`config.mk`:
```
export PLATFORM = sky130hd
export DESIGN_NAME = rtctd_top
export DESIGN_NICKNAME = d
export VERILOG_FILES = /design/src/inc/rtctd_pkg.sv /design/src/design/rtctd_sampler.sv /design/src/design/rtctd_top.sv
export SDC_FILE = /design/constraint.sdc
export NUM_CORES = 1
export LEC_CHECK = 0
export BUFFER_PORTS_ARGS = -buffer_cell sky130_fd_sc_hd__buf_2
export CORE_MARGIN = 3
export CORE_UTILIZATION = 50
export CTS_BUF_LIST = sky130_fd_sc_hd__clkbuf_8
export DETAILED_ROUTE_END_ITERATION = 7
export PLACE_DENSITY_LB_ADDON = 0.15
export SLEW_MARGIN = 40
export SYNTH_ARGS = -nofsm -noshare
export SYNTH_HDL_FRONTEND = slang
export SYNTH_HIERARCHICAL = 1
export SYNTH_SLANG_ARGS = --single-unit
```
`constraint.sdc`:
```
create_clock -name sys_clk_i -period 2.75 [get_ports sys_clk_i]
set_clock_uncertainty 0.2 [all_clocks]
set_input_delay 0.55 -clock sys_clk_i [delete_from_list [all_inputs] [get_ports sys_clk_i]]
set_output_delay 0.55 -clock sys_clk_i [all_outputs]
set_load 0.05 [all_outputs]
```
`src/inc/rtctd_pkg.sv`:
```
// package: register map, field layout and timing constants of the tamper detector
package rtctd_pkg;

  // ---------------------------------------------------------------
  // register offsets
  // ---------------------------------------------------------------
  localparam logic [7:0]  OFF_TAMPER_CFG = 8'h40;
  localparam logic [7:0]  OFF_IRQ_STATUS = 8'h50;
  localparam logic [7:0]  OFF_IRQ_MASK   = 8'h54;
  localparam logic [7:0]  OFF_CONTROL    = 8'h58;

  // ---------------------------------------------------------------
  // field positions of the tamper configuration word
  // ---------------------------------------------------------------
  localparam int          POS_DET_EN     = 0;
  localparam int          POS_POLARITY   = 1;
  localparam int          POS_IRQ_EN     = 2;
  localparam int          POS_TS_EN      = 7;
  localparam int          POS_RATE_LO    = 8;
  localparam int          POS_FILT_LO    = 11;
  localparam int          POS_PRE_LO     = 13;
  localparam int          POS_PU_OFF     = 15;
  localparam int          POS_TPIN_MAP   = 16;
  localparam int          POS_TSPIN_MAP  = 17;
  localparam int          POS_ALARM_PP   = 18;
  localparam logic [31:0] CFG_WMASK      = 32'h0007_ff87;

  // status / mask bit positions
  localparam int          ST_TAMPER      = 0;
  localparam int          ST_TIMESTAMP   = 1;
  localparam logic [31:0] ST_WMASK       = 32'h0000_0003;

  // reset values
  localparam logic [31:0] RST_CFG        = 32'h0000_0000;
  localparam logic [1:0]  RST_ST         = 2'h0;
  localparam logic [0:0]  RST_CTRL       = 1'h0;

  // ---------------------------------------------------------------
  // timing: sample divider runs from the kernel clock
  // ---------------------------------------------------------------
  localparam int          DIV_BASE_LOG2  = 15;  // code 0 divides by 32768
  localparam int          DIV_CNT_W      = 15;

  // AXI responses
  localparam logic [1:0]  RESP_OKAY      = 2'h0;
  localparam logic [1:0]  RESP_SLVERR    = 2'h2;

  // configuration fields carried as one struct
  typedef struct packed {
    logic       alarm_pin_drive_type;
    logic       timestamp_pin_map;
    logic       tamper_pin_map;
    logic       tamper_pullup_off;
    logic [1:0] tamper_precharge_cycles;
    logic [1:0] tamper_filter_count;
    logic [2:0] tamper_sample_rate;
    logic       tamper_timestamp_enable;
    logic       tamper_irq_enable;
    logic       tamper_active_polarity;
    logic       tamper_detect_enable;
  } rtctd_cfg_t;

endpackage : rtctd_pkg

```
`src/design/rtctd_sampler.sv`:
```
// sampler: prescaler, precharge window and sample strobe for the tamper input
module rtctd_sampler
  import rtctd_pkg::*;
(
  input  wire logic       sys_clk_i,
  input  wire logic       nrst_i,
  input  wire logic       clk_en_i,
  input  wire logic       run_i,
  input  wire logic [2:0] rate_i,
  input  wire logic [1:0] pre_i,
  input  wire logic       pu_off_i,
  output logic            pullup_on_o,
  output logic            sample_o
);

  logic [DIV_CNT_W-1:0] div_r;
  logic [DIV_CNT_W-1:0] period_m1;
  logic [DIV_CNT_W-1:0] pre_len;

  // -------------------------------------------------------------
  // divider: period 2^(15-code) kernel cycles
  // -------------------------------------------------------------
  assign period_m1 = DIV_CNT_W'((32'h1 << (DIV_BASE_LOG2 - 32'(rate_i))) - 32'h1);
  assign pre_len   = DIV_CNT_W'(32'h1 << pre_i);

  // free running while run_i is high (detection on with a filter), parked at zero otherwise
  always_ff @(posedge sys_clk_i or negedge nrst_i) begin
    if (!nrst_i) begin
      div_r <= '0;
    end else if (clk_en_i) begin
      if (!run_i || div_r >= period_m1) begin
        div_r <= '0;
      end else begin
        div_r <= div_r + 1'b1;
      end
    end
  end

  // pull-up is driven during the last 1..8 cycles up to and including the sample point
  assign pullup_on_o = run_i && !pu_off_i && (div_r > period_m1 - pre_len);
  assign sample_o    = run_i && clk_en_i && (div_r == period_m1);

endmodule : rtctd_sampler

```
`src/design/rtctd_top.sv`:
```
// top: tamper detector with AXI4-Lite register slave and interrupt
// Functional notes
// - bit 0 enables tamper detection; zero means no event is ever detected.
// - with a filter, polarity picks the level: 0 low, 1 high.
// - without filter, polarity picks the edge: 0 rising, 1 falling.
// - bit 7 makes a tamper event also save a timestamp.
// - tamper timestamp works even when the general timestamp enable is off.
// - bits 10:8 pick sample rate, kernel clock over 32768 down to 256.
// - bits 12:11 pick filter: edge, or 2, 4, 8 equal samples.
// - bits 14:13 pick precharge length of 1, 2, 4 or 8 cycles.
// - bit 15 set disables the pull-up precharge before sampling.
// - bit 16 zero routes the first alternate pin to tamper detection.
// - bit 17 zero routes the first alternate pin to timestamp capture.
// - bit 18 picks alarm output drive: 0 open-drain, 1 push-pull.
// - configuration at 0x40 clears on backup reset, kept across system reset.
//
// The AXI4-Lite slave port was decided locally.
module rtctd_top
  import rtctd_pkg::*;
(
  input  wire logic        sys_clk_i,
  input  wire logic        nrst_i,
  input  wire logic        clk_en_i,
  // axi4-lite slave
  input  wire logic [7:0]  s_axi_awaddr,
  input  wire logic        s_axi_awvalid,
  output logic             s_axi_awready,
  input  wire logic [31:0] s_axi_wdata,
  input  wire logic [3:0]  s_axi_wstrb,
  input  wire logic        s_axi_wvalid,
  output logic             s_axi_wready,
  output logic [1:0]       s_axi_bresp,
  output logic             s_axi_bvalid,
  input  wire logic        s_axi_bready,
  input  wire logic [7:0]  s_axi_araddr,
  input  wire logic        s_axi_arvalid,
  output logic             s_axi_arready,
  output logic [31:0]      s_axi_rdata,
  output logic [1:0]       s_axi_rresp,
  output logic             s_axi_rvalid,
  input  wire logic        s_axi_rready,
  // pins
  input  wire logic        first_alt_rtc_pin_i,
  output logic             tamper_pullup_o,
  input  wire logic        alarm_level_i,
  output logic             alarm_pin_o,
  output logic             alarm_pin_oe_o,
  output logic             timestamp_pin_sel_o,
  input  wire logic        general_timestamp_enable_i,
  output logic             timestamp_capture_o,
  output logic             tamper_event_o,
  output logic             irq_o
);

  // -------------------------------------------------------------
  // registers
  // -------------------------------------------------------------
  rtctd_cfg_t  cfg;
  logic [31:0] cfg_r;
  logic [1:0]  status_r;
  logic [1:0]  mask_r;
  logic [0:0]  ctrl_r;          // bit 0: write one to restart filter history
  logic        aw_hold_r;
  logic        w_hold_r;
  logic [7:0]  awaddr_r;
  logic [31:0] wdata_r;
  logic [3:0]  wstrb_r;
  logic        bvalid_r;
  logic [1:0]  bresp_r;
  logic        rvalid_r;
  logic [31:0] rdata_r;
  logic [1:0]  rresp_r;

  // reserved bits 6:3 are not carried, so the struct is 15 bits wide
  assign cfg = rtctd_cfg_t'({cfg_r[18:7], cfg_r[2:0]});

  // -------------------------------------------------------------
  // axi write path: address and data taken independently
  // -------------------------------------------------------------
  logic        wr_go;
  logic [31:0] wr_bmask;
  logic        wr_hit;

  assign s_axi_awready = !aw_hold_r && !bvalid_r;
  assign s_axi_wready  = !w_hold_r && !bvalid_r;
  assign wr_go         = aw_hold_r && w_hold_r && !bvalid_r && clk_en_i;
  assign wr_bmask      = {{8{wstrb_r[3]}}, {8{wstrb_r[2]}}, {8{wstrb_r[1]}}, {8{wstrb_r[0]}}};
  assign wr_hit        = (awaddr_r == OFF_TAMPER_CFG) || (awaddr_r == OFF_IRQ_STATUS) ||
                         (awaddr_r == OFF_IRQ_MASK) || (awaddr_r == OFF_CONTROL);

  // capture address and data halves
  always_ff @(posedge sys_clk_i or negedge nrst_i) begin
    if (!nrst_i) begin
      aw_hold_r <= 1'b0;
      w_hold_r  <= 1'b0;
      awaddr_r  <= 8'h00;
      wdata_r   <= 32'h0000_0000;
      wstrb_r   <= 4'h0;
    end else if (clk_en_i) begin
      if (s_axi_awvalid && s_axi_awready) begin
        aw_hold_r <= 1'b1;
        awaddr_r  <= {s_axi_awaddr[7:2], 2'b00};
      end else if (wr_go) begin
        aw_hold_r <= 1'b0;
      end
      if (s_axi_wvalid && s_axi_wready) begin
        w_hold_r <= 1'b1;
        wdata_r  <= s_axi_wdata;
        wstrb_r  <= s_axi_wstrb;
      end else if (wr_go) begin
        w_hold_r <= 1'b0;
      end
    end
  end

  // write response, unmapped addresses answer slverr
  always_ff @(posedge sys_clk_i or negedge nrst_i) begin
    if (!nrst_i) begin
      bvalid_r <= 1'b0;
      bresp_r  <= RESP_OKAY;
    end else if (clk_en_i) begin
      if (wr_go) begin
        bvalid_r <= 1'b1;
        bresp_r  <= wr_hit ? RESP_OKAY : RESP_SLVERR;
      end else if (s_axi_bready) begin
        bvalid_r <= 1'b0;
      end
    end
  end

  assign s_axi_bvalid = bvalid_r;
  assign s_axi_bresp  = bresp_r;

  // configuration word; nrst_i stands for the backup-domain reset, no system reset reaches it
  always_ff @(posedge sys_clk_i or negedge nrst_i) begin
    if (!nrst_i) begin
      cfg_r <= RST_CFG;
    end else if (clk_en_i && wr_go && awaddr_r == OFF_TAMPER_CFG) begin
      cfg_r <= (cfg_r & ~(wr_bmask & CFG_WMASK)) | (wdata_r & wr_bmask & CFG_WMASK);
    end
  end

  // mask and control registers
  always_ff @(posedge sys_clk_i or negedge nrst_i) begin
    if (!nrst_i) begin
      mask_r <= RST_ST;
      ctrl_r <= RST_CTRL;
    end else if (clk_en_i) begin
      ctrl_r <= RST_CTRL;   // self-clearing
      if (wr_go && awaddr_r == OFF_IRQ_MASK) begin
        mask_r <= (mask_r & ~wr_bmask[1:0]) | (wdata_r[1:0] & wr_bmask[1:0]);
      end
      if (wr_go && awaddr_r == OFF_CONTROL && wr_bmask[0]) begin
        ctrl_r <= wdata_r[0:0];
      end
    end
  end

  // -------------------------------------------------------------
  // axi read path
  // -------------------------------------------------------------
  logic [31:0] rd_mux;
  logic        rd_hit;

  always_comb begin
    rd_mux = 32'h0000_0000;
    rd_hit = 1'b1;
    case (s_axi_araddr & 8'hfc)
      OFF_TAMPER_CFG: rd_mux = cfg_r;
      OFF_IRQ_STATUS: rd_mux = {30'h0, status_r};
      OFF_IRQ_MASK:   rd_mux = {30'h0, mask_r};
      OFF_CONTROL:    rd_mux = 32'h0000_0000;
      default:        rd_hit = 1'b0;
    endcase
  end

  assign s_axi_arready = !rvalid_r;

  always_ff @(posedge sys_clk_i or negedge nrst_i) begin
    if (!nrst_i) begin
      rvalid_r <= 1'b0;
      rdata_r  <= 32'h0000_0000;
      rresp_r  <= RESP_OKAY;
    end else if (clk_en_i) begin
      if (s_axi_arvalid && !rvalid_r) begin
        rvalid_r <= 1'b1;
        rdata_r  <= rd_mux;
        rresp_r  <= rd_hit ? RESP_OKAY : RESP_SLVERR;
      end else if (s_axi_rready) begin
        rvalid_r <= 1'b0;
      end
    end
  end

  assign s_axi_rvalid = rvalid_r;
  assign s_axi_rdata  = rdata_r;
  assign s_axi_rresp  = rresp_r;

  // -------------------------------------------------------------
  // pin routing: only map code 0 is wired, code 1 leaves the input idle
  // -------------------------------------------------------------
  logic tamper_in;
  logic det_on;

  assign tamper_in = (cfg.tamper_pin_map == 1'b0) ? first_alt_rtc_pin_i : 1'b0;
  assign det_on    = cfg.tamper_detect_enable && (cfg.tamper_pin_map == 1'b0);
  assign timestamp_pin_sel_o = (cfg.timestamp_pin_map == 1'b0);

  // -------------------------------------------------------------
  // sampling
  // -------------------------------------------------------------
  logic sample;

  rtctd_sampler u_sampler (
    .sys_clk_i   (sys_clk_i),
    .nrst_i      (nrst_i),
    .clk_en_i    (clk_en_i),
    .run_i       (det_on && cfg.tamper_filter_count != 2'h0),
    .rate_i      (cfg.tamper_sample_rate),
    .pre_i       (cfg.tamper_precharge_cycles),
    .pu_off_i    (cfg.tamper_pullup_off),
    .pullup_on_o (tamper_pullup_o),
    .sample_o    (sample)
  );

  // -------------------------------------------------------------
  // detection: edge mode or filtered level mode
  // -------------------------------------------------------------
  logic       prev_r;
  logic [3:0] run_cnt_r;
  logic       armed_r;
  logic       active_lvl;
  logic [3:0] need_cnt;
  logic       edge_hit;
  logic       lvl_hit;
  logic       event_hit;

  assign active_lvl = (tamper_in == cfg.tamper_active_polarity);
  assign need_cnt   = 4'(32'h1 << cfg.tamper_filter_count);
  assign edge_hit   = det_on && (cfg.tamper_filter_count == 2'h0) &&
                      (cfg.tamper_active_polarity ? (prev_r && !tamper_in)
                                                  : (!prev_r && tamper_in));
  assign lvl_hit    = sample && active_lvl && armed_r && (run_cnt_r + 4'h1 >= need_cnt);
  assign event_hit  = clk_en_i && (edge_hit || lvl_hit);

  // previous pin level for the edge detector; tracked even while disabled so enabling never fakes an edge
  always_ff @(posedge sys_clk_i or negedge nrst_i) begin
    if (!nrst_i) begin
      prev_r <= 1'b0;
    end else if (clk_en_i) begin
      prev_r <= tamper_in;
    end
  end

  // consecutive active-sample counter; one event per active stretch
  always_ff @(posedge sys_clk_i or negedge nrst_i) begin
    if (!nrst_i) begin
      run_cnt_r <= 4'h0;
      armed_r   <= 1'b1;
    end else if (clk_en_i) begin
      if (!det_on || ctrl_r[0]) begin
        run_cnt_r <= 4'h0;
        armed_r   <= 1'b1;
      end else if (sample) begin
        if (!active_lvl) begin
          run_cnt_r <= 4'h0;
          armed_r   <= 1'b1;
        end else if (lvl_hit) begin
          armed_r   <= 1'b0;   // re-arm after the input leaves the active level, or on restart or disable
        end else if (run_cnt_r != 4'hf) begin
          run_cnt_r <= run_cnt_r + 4'h1;
        end
      end
    end
  end

  // -------------------------------------------------------------
  // sticky status: hardware set beats a software clear in the same cycle
  // -------------------------------------------------------------
  logic ts_hit;
  logic clr_go;

  assign ts_hit = event_hit && cfg.tamper_timestamp_enable;
  assign clr_go = wr_go && awaddr_r == OFF_IRQ_STATUS && wr_bmask[0];

  always_ff @(posedge sys_clk_i or negedge nrst_i) begin
    if (!nrst_i) begin
      status_r <= RST_ST;
    end else if (clk_en_i) begin
      status_r[ST_TAMPER]    <= event_hit ||
                                (status_r[ST_TAMPER] && !(clr_go && wdata_r[ST_TAMPER]));
      status_r[ST_TIMESTAMP] <= ts_hit ||
                                (status_r[ST_TIMESTAMP] && !(clr_go && wdata_r[ST_TIMESTAMP]));
    end
  end

  // event pulses registered for the timestamp unit; general enable deliberately ignored
  always_ff @(posedge sys_clk_i or negedge nrst_i) begin
    if (!nrst_i) begin
      tamper_event_o      <= 1'b0;
      timestamp_capture_o <= 1'b0;
    end else if (clk_en_i) begin
      tamper_event_o      <= event_hit;
      timestamp_capture_o <= ts_hit;
    end
  end

  // tamper interrupt needs both the configuration enable and the mask bit; timestamp needs only its mask bit
  assign irq_o = (status_r[ST_TAMPER] && mask_r[ST_TAMPER] && cfg.tamper_irq_enable) ||
                 (status_r[ST_TIMESTAMP] && mask_r[ST_TIMESTAMP]);

  // -------------------------------------------------------------
  // alarm pin driver
  // -------------------------------------------------------------
  logic unused_gts;
  assign unused_gts     = general_timestamp_enable_i;
  assign alarm_pin_o    = cfg.alarm_pin_drive_type ? alarm_level_i : 1'b0;
  assign alarm_pin_oe_o = cfg.alarm_pin_drive_type ? 1'b1 : !alarm_level_i;

endmodule : rtctd_top

```
==> summary.txt <==
Outcome
  • Status: finished with violations
  • Failing checks: setup timing

Place
  • RD Place Congestion: about 0.9
  • DP HPWL: 7615 um
  • PortBufs: 68
  • Pre-CTS WS: -151.9 ps

STA
  • RSZ-0062 raised after global routing: yes
  • Tightest Pin Transition: ~700 ps
  • Hold_ws: 190.9 ps
  • Relative slew slack: between 50% and 60%
  • Final setup fails: 14
  • Total Neg Setup Slack: -931.6 ps
  • Final Max Tran Viols: 0
  • Final Hold Fails: 0
  • Setup slack after layout: -437.6 ps
  • Tmin final: about 3200 ps
  • Fin crit share: 115.9%
  • Fmax: 313.7 MHz

Logic synthesis
  • Mapped Cells: between 400 and 500
  • Main synth FF type: dfrtp_1
  • Leading area contributor after synthesis: dfrtp_1
  • Share of the synthesized area in the top cell type: 46.35%
  • Async S/R FF share, synth: 100.0%
  • Sequential area share after synthesis: 46.91%
  • Largest cells by area after synthesis: dfrtp_1, mux2_2, ha_1
  • Mapped cell area: 0.004697 mm^2
  • Post-synthesis cell type count: 73
  • Number of enable flip-flop cells after synthesis: 0
  • Yosys warning count: 6
  • Mapped Avg Cell Area: ~11 um^2
  • Post-synthesis sequential element count: 88

Setup path
  • Critical path startpoint category: register
  • CP Capture Type: output port
  • Cells along the critical path: buf_12 > or3_4 > ha_4 > nand4_1 > or4_4 > nand4b_1 > a21oi_2 > buf_6
  • Crit Reg-Reg Endpoint: u_sampler/div_r[14]
  • Crit path max fanout: 5
  • CP Class: register to output port
  • Reg-to-reg slack, setup: -70 ps
  • Worst path required time: 2000 ps
  • Reg2Reg Depth: 9
  • Critical Path Max Stage Delay: 430 ps
  • CP max-delay cell: dfrtp_2
  • Worst path arrival time: 2440 ps

Power
  • Power Density: 664.9 mW/mm^2
  • Total chip power: between 3000 and 4000 uW
  • Worst VDD drop: between 600 and 700 uV
  • Lkg Pwr: 0.002833 uW

Detailed routing
  • Vias: 3,637
  • Remaining DRCs: 0
  • Drt first pass iters: 4
  • WL per Instance: 16.25 um
  • Antenna-violating nets left: 0
  • Iter 0 DRT Violations: 198
  • Final WL: 10,500 um
  • Via density: 5.630

Global route
  • Largest net degree at the start of global routing: between 60 and 70
  • Global-route wire length before repair: ~18,000 um
  • GRT overflow: 0
  • Initial antenna violation count: 0
  • GRT Util Overall: 21.15%
  • Number of global-route vias before repair: 3,624

Worst hold path
  • Hold path start: s_axi_awaddr[4]
  • Worst hold path cell count: 3
  • Class of the worst hold path: input port to register
  • Hold endpoint: awaddr_r[4]

CTS
  • Clock-pin slew on the worst setup and hold paths: around 100 ps
  • Htree depth: 3
  • Clock Latency Late Sink: between 300 and 400 ps
  • Clock Sinks: 88
  • CTS root buffer: clkbuf_8
  • Clk buf depth: 2
  • CTS tree: done
  • TritonCTS Buffers: 9

Floorplanning
  • Row count: 34
  • Die width: about 100 um
  • Io pins: 111
  • Initial cell density of the core: 52.58%
  • Core area: 0.008934 mm^2
  • Die footprint: 0.01059 mm^2
  • Die H: 102.9 um

Layout
  • Antenna cells: 0
  • Final Util: 63.63%
  • Synthesis-to-layout area growth: 21.02%
  • Fraction of layout cells with a size suffix above 1: 36.80%
  • Number of nets in the layout: 618

Job
  • Max_cap viols: 0
[routing by layer]
layer  wire length, um  track usage, %
met5                 0               0
met4               189           7.072
met3               461           4.533
met2              4793           31.82
met1              5055           30.49
[worst max-delay path by stage]
stage,cells past startpoint,end,start
final,8,tamper_pullup_o,register
after global routing,8,tamper_pullup_o,register
after CTS,8,tamper_pullup_o,register
after detailed placement,7,tamper_pullup_o,register
after global placement,7,tamper_pullup_o,register
after floorplan,6,tamper_pullup_o,register
[through the flow]
step / instances / instance area, um^2
2_1_floorplan: 438 / 4768
3_3_place_gp: 624 / 5363
3_5_place_dp: 624 / 5363
4_1_cts: 646 / 5642
5_1_grt: 646 / 5684
6_report: 646 / 5684
[final cells by class]
class                           count  area (um^2)
Clock buffer                        9        123.9
Clock inverter                      7        61.31
Fill cell                         704         3249
Inverter                           15        56.30
Multi-Input combinational cell    307         2390
Sequential cell                    88         2206
Tap cell                          108        135.1
Timing Repair Buffer              112        711.9
[placed cells by master (no fill, tap or decap), drive strengths merged, types with 8 or more instances in the layout]
master  netlist  layout
a22o         13      13
conb          2      20
ha           22      22
clkbuf        3       9
buf          23     111
nand4         8       8
nand2        32      32
mux2         41      41
a21oi        16      16
nand3        15      15
dfrtp        87      87
inv          15      20
o21ai        15      15
nor2         15      15
[cells in the mapped netlist, types with 5 or more instances]
| cell | count |
|---|---|
| a21o_1 | 7 |
| a21oi_1 | 16 |
| a22o_1 | 13 |
| buf_4 | 19 |
| dfrtp_1 | 87 |
| ha_1 | 22 |
| inv_1 | 15 |
| mux2_2 | 41 |
| nand2_1 | 31 |
| nand2b_1 | 6 |
| nand3_1 | 14 |
| nand4_1 | 7 |
| nor2_1 | 15 |
| nor2b_1 | 6 |
| nor3_1 | 5 |
| o21ai_0 | 15 |
| xnor2_1 | 5 |
| xor2_1 | 7 |
[power by group]
group,total (uW),switching (uW),internal (uW),leakage (uW)
combinational,1110,593,515,0.00158
sequential,1800,232,1570,0.00116
clock,871,521,350,0.0000945
total,3780,1350,2430,0.00283
[what timing repair did]
item | in CTS | in global routing
endpoints found under the setup margin | 17 | 22
pin swaps | 10 | 1
hold buffers | 1 | 0
buffers inserted | 6 | 0
resized for setup | 14 | 7
endpoints found under the hold margin | 22 | 0
[worst max-delay path, delay by kind of cell, from the launching register on]
kind / cells / cell delay [ps]
AO/OA/AOI/OAI: 1 / 50
buffers and inverters: 2 / 290
adder cells (fa/ha/maj): 1 / 270
flip-flops: 1 / 430
AND/OR/NAND/NOR: 4 / 1040
[kinds of logic (layout without fill, tap and decap cells)]
logic type | count (synthesis) | count (layout) | synth area share, %
AO/OA/AOI/OAI | 87 | 87 | 13.61
XOR/XNOR | 12 | 12 | 2.238
adder cells (fa/ha/maj) | 23 | 23 | 6.073
buffers and inverters | 43 | 143 | 5.381
flip-flops | 88 | 88 | 46.91
multiplexers | 43 | 43 | 10.26
other | 2 | 20 | 0.1599
AND/OR/NAND/NOR | 122 | 122 | 15.37
Note: power is estimated with default switching activity, not from simulation.
